--- src/logic/slapd_pkg.sv ---
/*
  Constants, types and register map of the serial line autopowerdown control.
  Assumes a 200 MHz pclk and comparator valid-level flags per receiver.
*/
package slapd_pkg;

  // Channel counts
  localparam int unsigned NRX = 3;
  localparam int unsigned NTX = 5;

  // Positions in the synchronised input vector
  localparam int unsigned B_RXV = 0;
  localparam int unsigned B_RX  = B_RXV + NRX;
  localparam int unsigned B_TX  = B_RX + NRX;
  localparam int unsigned B_MON = B_TX + NTX;
  localparam int unsigned B_FA  = B_MON + 1;
  localparam int unsigned B_FSN = B_FA + 1;
  localparam int unsigned NIN   = B_FSN + 1;

  localparam logic [NIN-1:0] IN_RST   = NIN'(1) << B_FSN;
  localparam logic [NIN-1:0] ACT_MASK = ((NIN'(1) << (NRX + NTX)) - NIN'(1)) << B_RX;

  // Timing
  localparam int unsigned  CLK_MHZ     = 200;
  localparam longint unsigned US_PER_S = 1_000_000;
  localparam int unsigned  INVALID_US  = 60;
  localparam int unsigned  VALID_US    = 1;
  localparam int unsigned  WAKE_US     = 25;
  localparam int unsigned  IDLE_S      = 30;
  localparam int unsigned  INVALID_CYC = INVALID_US * CLK_MHZ;
  localparam int unsigned  VALID_CYC   = VALID_US * CLK_MHZ;
  localparam int unsigned  WAKE_CYC    = WAKE_US * CLK_MHZ;
  localparam longint unsigned IDLE_CYC = longint'(IDLE_S) * longint'(CLK_MHZ) * US_PER_S;

  localparam int unsigned INV_W  = $clog2(INVALID_CYC + 1);
  localparam int unsigned WAKE_W = $clog2(WAKE_CYC + 1);
  localparam int unsigned IDLE_W = $clog2(IDLE_CYC + 1);

  localparam logic [INV_W-1:0]  INVALID_CNT = INV_W'(INVALID_CYC);
  localparam logic [WAKE_W-1:0] WAKE_CNT    = WAKE_W'(WAKE_CYC);
  localparam logic [IDLE_W-1:0] IDLE_CNT    = IDLE_W'(IDLE_CYC);

  // Register map
  localparam int unsigned     AW           = 8;
  localparam logic [AW-1:0]   A_CTRL       = 8'h00;
  localparam logic [AW-1:0]   A_STATUS     = 8'h04;
  localparam logic [AW-1:0]   A_IRQ_STAT   = 8'h08;
  localparam logic [AW-1:0]   A_IRQ_MASK   = 8'h0C;
  localparam int unsigned     CTRL_AUTO    = 0;
  localparam int unsigned     ST_SP_N      = 0;
  localparam int unsigned     ST_PUMP      = 1;
  localparam int unsigned     ST_FORCED    = 2;
  localparam int unsigned     ST_AUTO      = 3;
  localparam int unsigned     ST_EXPIRED   = 4;
  localparam int unsigned     IRQ_W        = 4;
  localparam int unsigned     EV_SP_FELL   = 0;
  localparam int unsigned     EV_SP_ROSE   = 1;
  localparam int unsigned     EV_PWR_DOWN  = 2;
  localparam int unsigned     EV_PWR_UP    = 3;

  typedef enum logic [1:0] {PWR_ON, PWR_AUTO_OFF, PWR_FORCED_OFF, PWR_WAKING} slapd_pwr_t;

  typedef struct packed {
    logic [NIN-1:0]    s1;
    logic [NIN-1:0]    s2;
    logic [NIN-1:0]    s3;
    logic [NIN-1:0]    flt;
    logic              sp_n;
    logic [INV_W-1:0]  inv_cnt;
    logic [IDLE_W-1:0] idle_cnt;
    logic              expired;
    slapd_pwr_t        pwr;
    logic [WAKE_W-1:0] wake_cnt;
    logic              auto_en;
    logic [IRQ_W-1:0]  irq_stat;
    logic [IRQ_W-1:0]  irq_mask;
    logic [31:0]       prdata;
    logic              pslverr;
  } slapd_state_t;

  localparam slapd_state_t STATE_RST = '{
    s1: IN_RST, s2: IN_RST, s3: IN_RST, flt: IN_RST, sp_n: 1'b1,
    inv_cnt: '0, idle_cnt: '0, expired: 1'b0, pwr: PWR_WAKING, wake_cnt: '0,
    auto_en: 1'b1, irq_stat: '0, irq_mask: '0, prdata: '0, pslverr: 1'b0};

endpackage : slapd_pkg

--- src/logic/slapd_ctrl.sv ---
/*
  Power-management control: signal-present detector, inactivity timer,
  power state machine and APB register slave with interrupt.
  Assumes asynchronous pin inputs and a free-running 200 MHz pclk.
*/
`timescale 1ns/1ps

// Behaviour
// - Drive signal_present_n low after invalid levels on all receivers exceed 60 us.
// - Return signal_present_n high within 1 us of any valid receiver level.
// - Signal-present detection runs in every power state.
// - signal_present_n never changes the power state by itself.
// - Floating receivers pulled to ground count as invalid.
// - Auto powerdown of pump and transmitters after 30 s without input edges.
// - Leave auto powerdown on any transmitter or receiver input edge.
// - Inactivity powerdown only with force_active low and force_shutdown_n high.
// - force_active disables inactivity powerdown; force_shutdown_n low always powers down.
// - After any powerdown the timer stays expired until force_active rises or an edge.
// - Recovery from automatic powerdown takes about 25 us.
// - With signal_present_n on force_shutdown_n, wake needs valid levels plus an edge.
// - Forced powerdown tristates receivers; any powerdown tristates transmitters.
// - Monitor receiver output stays active in every state.
// - After force_active falls, stay powered for 30 s before inactivity powerdown.
module slapd_ctrl #(
  parameter logic [slapd_pkg::INV_W-1:0]  INVALID_CYC = slapd_pkg::INVALID_CNT,
  parameter logic [slapd_pkg::WAKE_W-1:0] WAKE_CYC    = slapd_pkg::WAKE_CNT,
  parameter logic [slapd_pkg::IDLE_W-1:0] IDLE_CYC    = slapd_pkg::IDLE_CNT
) (
  // Clock, reset, enable
  input  wire logic                         pclk,
  input  wire logic                         presetn,
  input  wire logic                         pce,
  // APB slave
  input  wire logic                         psel,
  input  wire logic                         penable,
  input  wire logic                         pwrite,
  input  wire logic [slapd_pkg::AW-1:0]     paddr,
  input  wire logic [31:0]                  pwdata,
  output logic      [31:0]                  prdata,
  output logic                              pready,
  output logic                              pslverr,
  output logic                              irq,
  // Pins and comparators
  input  wire logic [slapd_pkg::NRX-1:0]    rx_valid_lvl,
  input  wire logic [slapd_pkg::NRX-1:0]    rx_in,
  input  wire logic [slapd_pkg::NTX-1:0]    tx_in,
  input  wire logic                         monitor_rx_in,
  input  wire logic                         force_active,
  input  wire logic                         force_shutdown_n,
  // Outputs to the line side
  output logic                              signal_present_n,
  output logic                              pump_en,
  output logic      [slapd_pkg::NTX-1:0]    tx_out,
  output logic                              tx_oe_n,
  output logic      [slapd_pkg::NRX-1:0]    rx_out,
  output logic                              rx_oe_n,
  output logic                              monitor_rx_out
);

  slapd_pkg::slapd_state_t st_r;
  slapd_pkg::slapd_state_t st_nxt;

  logic [slapd_pkg::NIN-1:0] pins;
  logic [slapd_pkg::NIN-1:0] flt_nxt;
  logic                      act_edge;
  logic                      any_valid;
  logic                      fa_f;
  logic                      fsn_f;

  // Address decode: {hit, index}
  function automatic logic [2:0] slapd_dec(input logic [slapd_pkg::AW-1:0] a);
    logic [2:0] r;
    r = 3'h0;
    case (a)
      slapd_pkg::A_CTRL:     r = 3'h4;
      slapd_pkg::A_STATUS:   r = 3'h5;
      slapd_pkg::A_IRQ_STAT: r = 3'h6;
      slapd_pkg::A_IRQ_MASK: r = 3'h7;
      default:               r = 3'h0;
    endcase
    return r;
  endfunction : slapd_dec

  assign pins = {force_shutdown_n, force_active, monitor_rx_in, tx_in, rx_in, rx_valid_lvl};

  // Value accepted once stages two and three agree
  assign flt_nxt   = (st_r.flt & (st_r.s2 ^ st_r.s3)) | (st_r.s3 & ~(st_r.s2 ^ st_r.s3));
  assign act_edge  = |((flt_nxt ^ st_r.flt) & slapd_pkg::ACT_MASK);
  assign any_valid = |st_r.flt[slapd_pkg::B_RXV +: slapd_pkg::NRX];
  assign fa_f      = st_r.flt[slapd_pkg::B_FA];
  assign fsn_f     = st_r.flt[slapd_pkg::B_FSN];

  always_comb begin
    logic [2:0]             dec;
    logic                   wr;
    logic [slapd_pkg::IRQ_W-1:0] ev;
    logic [slapd_pkg::IRQ_W-1:0] w1c;
    logic                   was_off;
    dec     = slapd_dec(paddr);
    wr      = 1'b0;
    ev      = '0;
    w1c     = '0;
    was_off = 1'b0;
    st_nxt  = st_r;
    if (pce) begin
      // Synchroniser chain
      st_nxt.s1  = pins;
      st_nxt.s2  = st_r.s1;
      st_nxt.s3  = st_r.s2;
      st_nxt.flt = flt_nxt;

      // Signal-present detector, independent of power state
      if (any_valid) begin
        st_nxt.inv_cnt = '0;
        st_nxt.sp_n    = 1'b1;
      end else if (st_r.inv_cnt == INVALID_CYC) begin
        st_nxt.sp_n = 1'b0;
      end else begin
        st_nxt.inv_cnt = st_r.inv_cnt + 1'b1;
      end

      // Inactivity timer
      if (fa_f || !st_r.auto_en) begin
        st_nxt.idle_cnt = '0;
        st_nxt.expired  = 1'b0;
      end else if (!fsn_f) begin
        st_nxt.idle_cnt = '0;
        st_nxt.expired  = 1'b1;
      end else if (act_edge) begin
        st_nxt.idle_cnt = '0;
        st_nxt.expired  = 1'b0;
      end else if (st_r.pwr == slapd_pkg::PWR_AUTO_OFF) begin
        st_nxt.expired = 1'b1;
      end else if (!st_r.expired) begin
        if (st_r.idle_cnt == IDLE_CYC - 1'b1) begin
          st_nxt.expired = 1'b1;
        end else begin
          st_nxt.idle_cnt = st_r.idle_cnt + 1'b1;
        end
      end

      // Power state; the detector output is not an input here
      was_off = (st_r.pwr == slapd_pkg::PWR_AUTO_OFF) ||
                (st_r.pwr == slapd_pkg::PWR_FORCED_OFF);
      case (st_r.pwr)
        slapd_pkg::PWR_ON: begin
          if (!fsn_f) begin
            st_nxt.pwr = slapd_pkg::PWR_FORCED_OFF;
          end else if (!fa_f && st_r.auto_en && st_r.expired) begin
            st_nxt.pwr = slapd_pkg::PWR_AUTO_OFF;
          end
        end
        slapd_pkg::PWR_AUTO_OFF: begin
          if (!fsn_f) begin
            st_nxt.pwr = slapd_pkg::PWR_FORCED_OFF;
          end else if (!st_nxt.expired) begin
            st_nxt.pwr      = slapd_pkg::PWR_WAKING;
            st_nxt.wake_cnt = '0;
          end
        end
        slapd_pkg::PWR_FORCED_OFF: begin
          if (fsn_f && !st_nxt.expired) begin
            st_nxt.pwr      = slapd_pkg::PWR_WAKING;
            st_nxt.wake_cnt = '0;
          end
        end
        slapd_pkg::PWR_WAKING: begin
          if (!fsn_f) begin
            st_nxt.pwr = slapd_pkg::PWR_FORCED_OFF;
          end else if (st_r.wake_cnt == WAKE_CYC - 1'b1) begin
            st_nxt.pwr = slapd_pkg::PWR_ON;
          end else begin
            st_nxt.wake_cnt = st_r.wake_cnt + 1'b1;
          end
        end
        default: st_nxt.pwr = slapd_pkg::PWR_FORCED_OFF;
      endcase

      // Events
      ev[slapd_pkg::EV_SP_FELL]  = st_r.sp_n && !st_nxt.sp_n;
      ev[slapd_pkg::EV_SP_ROSE]  = !st_r.sp_n && st_nxt.sp_n;
      ev[slapd_pkg::EV_PWR_DOWN] = !was_off &&
                                   ((st_nxt.pwr == slapd_pkg::PWR_AUTO_OFF) ||
                                    (st_nxt.pwr == slapd_pkg::PWR_FORCED_OFF));
      ev[slapd_pkg::EV_PWR_UP]   = (st_r.pwr != slapd_pkg::PWR_ON) &&
                                   (st_nxt.pwr == slapd_pkg::PWR_ON);

      // APB: read data captured in setup, writes in access
      if (psel && !penable) begin
        st_nxt.pslverr = !dec[2];
        case (dec)
          3'h4:    st_nxt.prdata = 32'(st_r.auto_en) << slapd_pkg::CTRL_AUTO;
          3'h5:    st_nxt.prdata = (32'(st_r.sp_n) << slapd_pkg::ST_SP_N) |
                     (32'(st_r.pwr != slapd_pkg::PWR_AUTO_OFF &&
                          st_r.pwr != slapd_pkg::PWR_FORCED_OFF) << slapd_pkg::ST_PUMP) |
                     (32'(st_r.pwr == slapd_pkg::PWR_FORCED_OFF) << slapd_pkg::ST_FORCED) |
                     (32'(st_r.pwr == slapd_pkg::PWR_AUTO_OFF) << slapd_pkg::ST_AUTO) |
                     (32'(st_r.expired) << slapd_pkg::ST_EXPIRED);
          3'h6:    st_nxt.prdata = 32'(st_r.irq_stat);
          3'h7:    st_nxt.prdata = 32'(st_r.irq_mask);
          default: st_nxt.prdata = 32'h0000_0000;
        endcase
      end
      wr = psel && penable && pwrite && dec[2];
      if (wr && dec[1:0] == 2'h0) begin
        st_nxt.auto_en = pwdata[slapd_pkg::CTRL_AUTO];
      end
      if (wr && dec[1:0] == 2'h3) begin
        st_nxt.irq_mask = pwdata[slapd_pkg::IRQ_W-1:0];
      end
      if (wr && dec[1:0] == 2'h2) begin
        w1c = pwdata[slapd_pkg::IRQ_W-1:0];
      end
      // Set wins over clear
      st_nxt.irq_stat = (st_r.irq_stat & ~w1c) | ev;
    end
  end

  always_ff @(posedge pclk or negedge presetn) begin
    if (!presetn) begin
      st_r <= slapd_pkg::STATE_RST;
    end else begin
      st_r <= st_nxt;
    end
  end

  assign prdata           = st_r.prdata;
  assign pslverr          = st_r.pslverr;
  assign pready           = pce;
  assign irq              = |(st_r.irq_stat & st_r.irq_mask);
  assign signal_present_n = st_r.sp_n;
  assign pump_en          = (st_r.pwr == slapd_pkg::PWR_ON) ||
                            (st_r.pwr == slapd_pkg::PWR_WAKING);
  assign tx_out           = st_r.flt[slapd_pkg::B_TX +: slapd_pkg::NTX];
  assign tx_oe_n          = (st_r.pwr != slapd_pkg::PWR_ON);
  assign rx_out           = ~st_r.flt[slapd_pkg::B_RX +: slapd_pkg::NRX];
  assign rx_oe_n          = (st_r.pwr == slapd_pkg::PWR_FORCED_OFF);
  assign monitor_rx_out   = st_r.flt[slapd_pkg::B_MON];

  // Checks
  a_sp_fall_time: assert property (@(posedge pclk) disable iff (!presetn)
    $fell(signal_present_n) |-> $past(st_r.inv_cnt) == INVALID_CYC)
    else $error("signal present fell at wrong count");

  a_sp_rise_fast: assert property (@(posedge pclk) disable iff (!presetn)
    (pce && any_valid) |=> signal_present_n && st_r.inv_cnt == '0)
    else $error("signal present slow to rise");

  a_sp_forced_off: assert property (@(posedge pclk) disable iff (!presetn)
    (pce && st_r.pwr == slapd_pkg::PWR_FORCED_OFF && !any_valid &&
     st_r.inv_cnt == INVALID_CYC) |=> !signal_present_n)
    else $error("detector stopped in forced powerdown");

  a_idle_off: assert property (@(posedge pclk) disable iff (!presetn)
    (pce && st_r.pwr == slapd_pkg::PWR_ON && fsn_f && !fa_f && st_r.auto_en &&
     st_r.expired) |=> st_r.pwr == slapd_pkg::PWR_AUTO_OFF)
    else $error("no inactivity powerdown");

  a_wake_edge: assert property (@(posedge pclk) disable iff (!presetn)
    (pce && st_r.pwr == slapd_pkg::PWR_AUTO_OFF && fsn_f && act_edge)
    |=> st_r.pwr == slapd_pkg::PWR_WAKING)
    else $error("edge did not wake");

  a_forced_off: assert property (@(posedge pclk) disable iff (!presetn)
    (pce && !fsn_f) |=> st_r.pwr == slapd_pkg::PWR_FORCED_OFF)
    else $error("force shutdown ignored");

  a_force_active: assert property (@(posedge pclk) disable iff (!presetn)
    (pce && fa_f) |=> !st_r.expired && st_r.idle_cnt == '0)
    else $error("timer not held by force active");

  a_stay_expired: assert property (@(posedge pclk) disable iff (!presetn)
    (pce && st_r.expired && !fa_f && st_r.auto_en && !act_edge) |=> st_r.expired)
    else $error("timer left expired state");

  a_wake_time: assert property (@(posedge pclk) disable iff (!presetn)
    $rose(st_r.pwr == slapd_pkg::PWR_ON) |-> $past(st_r.wake_cnt) == WAKE_CYC - 1'b1)
    else $error("wake time wrong");

  a_oe_forced: assert property (@(posedge pclk) disable iff (!presetn)
    (pce && !fsn_f) |=> rx_oe_n && tx_oe_n && !pump_en)
    else $error("outputs driven in forced powerdown");

  a_monitor_live: assert property (@(posedge pclk) disable iff (!presetn)
    (pce && st_r.s2[slapd_pkg::B_MON] == st_r.s3[slapd_pkg::B_MON])
    |=> monitor_rx_out == $past(st_r.s3[slapd_pkg::B_MON]))
    else $error("monitor output not following input");

endmodule : slapd_ctrl

--- config.mk ---
export PLATFORM = sky130hd
export DESIGN_NAME = slapd_ctrl
export DESIGN_NICKNAME = d
export VERILOG_FILES = /design/src/logic/slapd_pkg.sv /design/src/logic/slapd_ctrl.sv
export SDC_FILE = /design/constraint.sdc
export NUM_CORES = 1
export LEC_CHECK = 0
export BUFFER_PORTS_ARGS = -buffer_cell sky130_fd_sc_hd__buf_2
export CAP_MARGIN = 40
export CORE_AREA = 2 2 111 113
export CTS_BUF_LIST = sky130_fd_sc_hd__clkbuf_16
export DETAILED_ROUTE_END_ITERATION = 8
export DIE_AREA = 0 0 113 115
export PLACE_DENSITY = 0.84
export SYNTH_ARGS = -nofsm -noshare
export SYNTH_HDL_FRONTEND = slang
export SYNTH_SLANG_ARGS = --single-unit
export TNS_END_PERCENT = 5
--- constraint.sdc ---
create_clock -name pclk -period 6.85 [get_ports pclk]
set_clock_uncertainty 0.05 [all_clocks]
set_input_delay 0 -clock pclk [delete_from_list [all_inputs] [get_ports pclk]]
set_output_delay 0 -clock pclk [all_outputs]
set_load 0.01 [all_outputs]
==> reports/summary.txt <==
status: finished, violations left
failing checks: DRC
Residual DRC: 3
Final setup viols: 0
Worst Reg-to-Reg Cells: 9
critical path type: register to register
worst slew pin tran: 0.8112 ns
CTS tree: built
Congestion Overflow GR: 0
Worst Hold Launch: paddr[6]
Max-Cap Viols: 0
Multi-input gate area: 3324 µm²
final hold violations: 0
final worst path period share: 47.30%
First-pass DRT Iterations: 7
Final ANT Viol Nets: 0
Crit Path Max Fanout: 7
Pleak: 3.629 nW
hold depth: 4
commonest non-fill, non-tap cells in the layout: dfrtp_1 (127), nand2_1 (81), o21ai_0 (69), buf_2 (51)
fin crit period: 3.240 ns
Synth async-reset ratio: 100.0%
EDFF count, synth: 0
Max Slew Vio Count: 0
nets: 887
Top Ports: 108
H-tree levels: 4
Post-Layout Cell Count: 977
dpl cells: 921
Fill cells: 837
Worst setup SP type: register
Num CTS Buffers: 17
vias: 5939
post-synth cell types: 71
Pwr Density: 291.1 nW/µm²
placer congestion estimate: 0.8683
R2R Path Start: st_r[144]
Die Y: 115 µm
Root Buffer: clkbuf_16
crit path DAT: 3.50 ns
antenna cell count: 0
initial antenna violation count: 0
Fin Setup TNS: 0 ns
endpoint type of the worst setup path: register
Hold WC Path Type: input port to register
most common cell after layout, fill and taps aside: dfrtp_1
Overall Global Routing Usage: 26.29%
Reg clk slew, reported paths: 0.06 ns
postcts setup bufs: 0
Initial Util: 61.01%
Synth Area per Inst: 9.544 µm²
Yosys warning count: 0
register area: 3388 µm²
final wirelength: 16300 µm
ratio of cells with drive above 1 in the final layout: 19.28%
clk_lat worst skew: 0.43 ns
detailed placement HPWL: 10290 µm
die width: 113 µm
critical path startpoint: st_r[144]
pin count of the biggest net entering global routing: 68
slew margin rel.: 45.92%
number of global-route vias before repair: 5862
register bit total from synthesis: 135
DRT iter0 DRCs: 541
first-pass GRT wire length: 27450 µm
area grow syn2layout: 14.22%
clock sink count: 135
Clock Path Buffers: 2
die area: 13000 µm²
VDD IR max: 0.0002173 V
# port buffers: 52
Fmax: 0.3087 GHz
Vias per Instance: 6.079
core area: 11810 µm²
Rows: 40
mapped cell area: 7206 µm²
post-synthesis sequential area ratio: 47.02%
average wire per cell in the routed design: 16.68 µm
Synth Instances: 755
CP required: 7.11 ns
unrepaired setup endpoints after global routing: false
Most used DFF post-synth: dfrtp_1
## metrics by stage
| stage | area [µm²] | power [mW] | setup WS, ns | hold slack [ns] | util (%) |
|---|---|---|---|---|---|
| 2_1_floorplan | 7303 | 1.364 | 4.319 | -0.3456 | - |
| 3_3_place_gp | 7373 | 1.459 | 3.820 | 0.05997 | 62.43 |
| 3_5_place_dp | 7427 | 1.502 | 3.710 | 0.07896 | 62.88 |
| 4_1_cts | 8230 | 2.389 | 3.650 | 0.01194 | 69.68 |
| 5_1_grt | 8230 | 2.510 | 3.436 | 0.06878 | 69.68 |
| 6_report | 8230 | 2.395 | 3.610 | 0.02823 | 69.68 |
## cell type report
cell class | count | area share, %
multi-input combinational | 533 | 40.39
clock inverter | 15 | 1.672
inverter | 45 | 2.052
sequential | 135 | 41.17
tap | 147 | 2.235
clock buffer | 17 | 5.169
timing repair buffer | 85 | 7.312
## cell usage after synthesis, types with 3 or more instances
cell type / instances / area, µm²
inv_1: 42 / 157.7
a41oi_1: 6 / 52.55
and3_1: 14 / 87.58
xor2_1: 8 / 70.07
nor2_1: 38 / 142.6
a22oi_1: 5 / 37.54
dfrtp_1: 127 / 3178
buf_2: 5 / 25.02
a31oi_1: 27 / 168.9
or4_2: 4 / 35.03
nand2_1: 81 / 304.0
a211oi_1: 4 / 30.03
a21o_1: 3 / 22.52
nor3_1: 13 / 65.06
mux2i_1: 3 / 30.03
buf_4: 38 / 285.3
o31ai_1: 7 / 52.55
ha_1: 10 / 125.1
or4_1: 4 / 30.03
clkbuf_1: 23 / 86.33
nand4_1: 5 / 31.28
nand2b_1: 11 / 68.82
o21ai_1: 3 / 15.01
nand3_1: 32 / 160.2
or3_1: 11 / 68.82
a21oi_2: 4 / 35.03
nor4_1: 6 / 37.54
mux2_2: 36 / 405.4
o21ai_0: 69 / 345.3
a32o_1: 5 / 50.05
nor4_2: 4 / 50.05
dfstp_2: 8 / 210.2
a21oi_1: 43 / 215.2
a41o_1: 4 / 40.04
o22ai_1: 4 / 25.02
and2_1: 3 / 18.77
a31o_1: 4 / 35.03
## metal layers
metal	vias up	track usage, %	part of all wire (%)
met5	-	0	0
met4	0	10.16	2.0
met3	32	5.640	5.0
met2	186	45.43	52
met1	2923	32.66	41
li1	2798	-	-
## kinds of logic after synthesis
kind of cell	count (synthesis)	synth area share, %
xor+xnor	9	1.094
other cells	1	0.05204
flops	135	47.02
buf+inv	113	8.283
mux	41	6.512
simple gates	243	17.40
compound gates	203	17.90
fa+ha+maj	10	1.736
## final timing paths
| path | end | slack (ns) |
|---|---|---|
| hold reg to reg | prdata[3] | 0.43 |
| min in group asynchronous | st_r[47] | 0.16 |
| max in group asynchronous | tx_out[2] | 5.46 |
| setup reg to reg | st_r[39] | 3.61 |
| hold / removal | pslverr | 0.03 |
| setup / recovery | st_r[39] | 3.61 |
## sequential cells by signal, indices dropped and copies added (netlist names), named ones only
register,flops
pslverr,1
signal_present_n,1
tx_out,5
st_r,117
prdata,5
## worst max-delay path, cell delays in order, from the launching register on
cell and delay [ns]:
dfrtp_1 0.43, nand2_1 0.10, nor2_1 0.04, a211oi_1 0.53
and4_1 0.48, a211oi_1 0.13, a2111oi_0 0.67, a21bo_1 0.21
ha_1 0.23, a32o_1 0.25
## power breakdown
group          internal, mW  switching, mW  leakage (nW)
clock                 0.528          0.343         0.269
combinational         0.193          0.332          1.63
sequential            0.897          0.102          1.73
total                  1.62          0.777          3.63
## repair_timing
action | in CTS | in global routing
hold buffers | 24 | 0
gates resized for setup | 0 | 0
endpoints found under the hold margin | 82 | 0
Note: power is estimated with default switching activity, not from simulation.
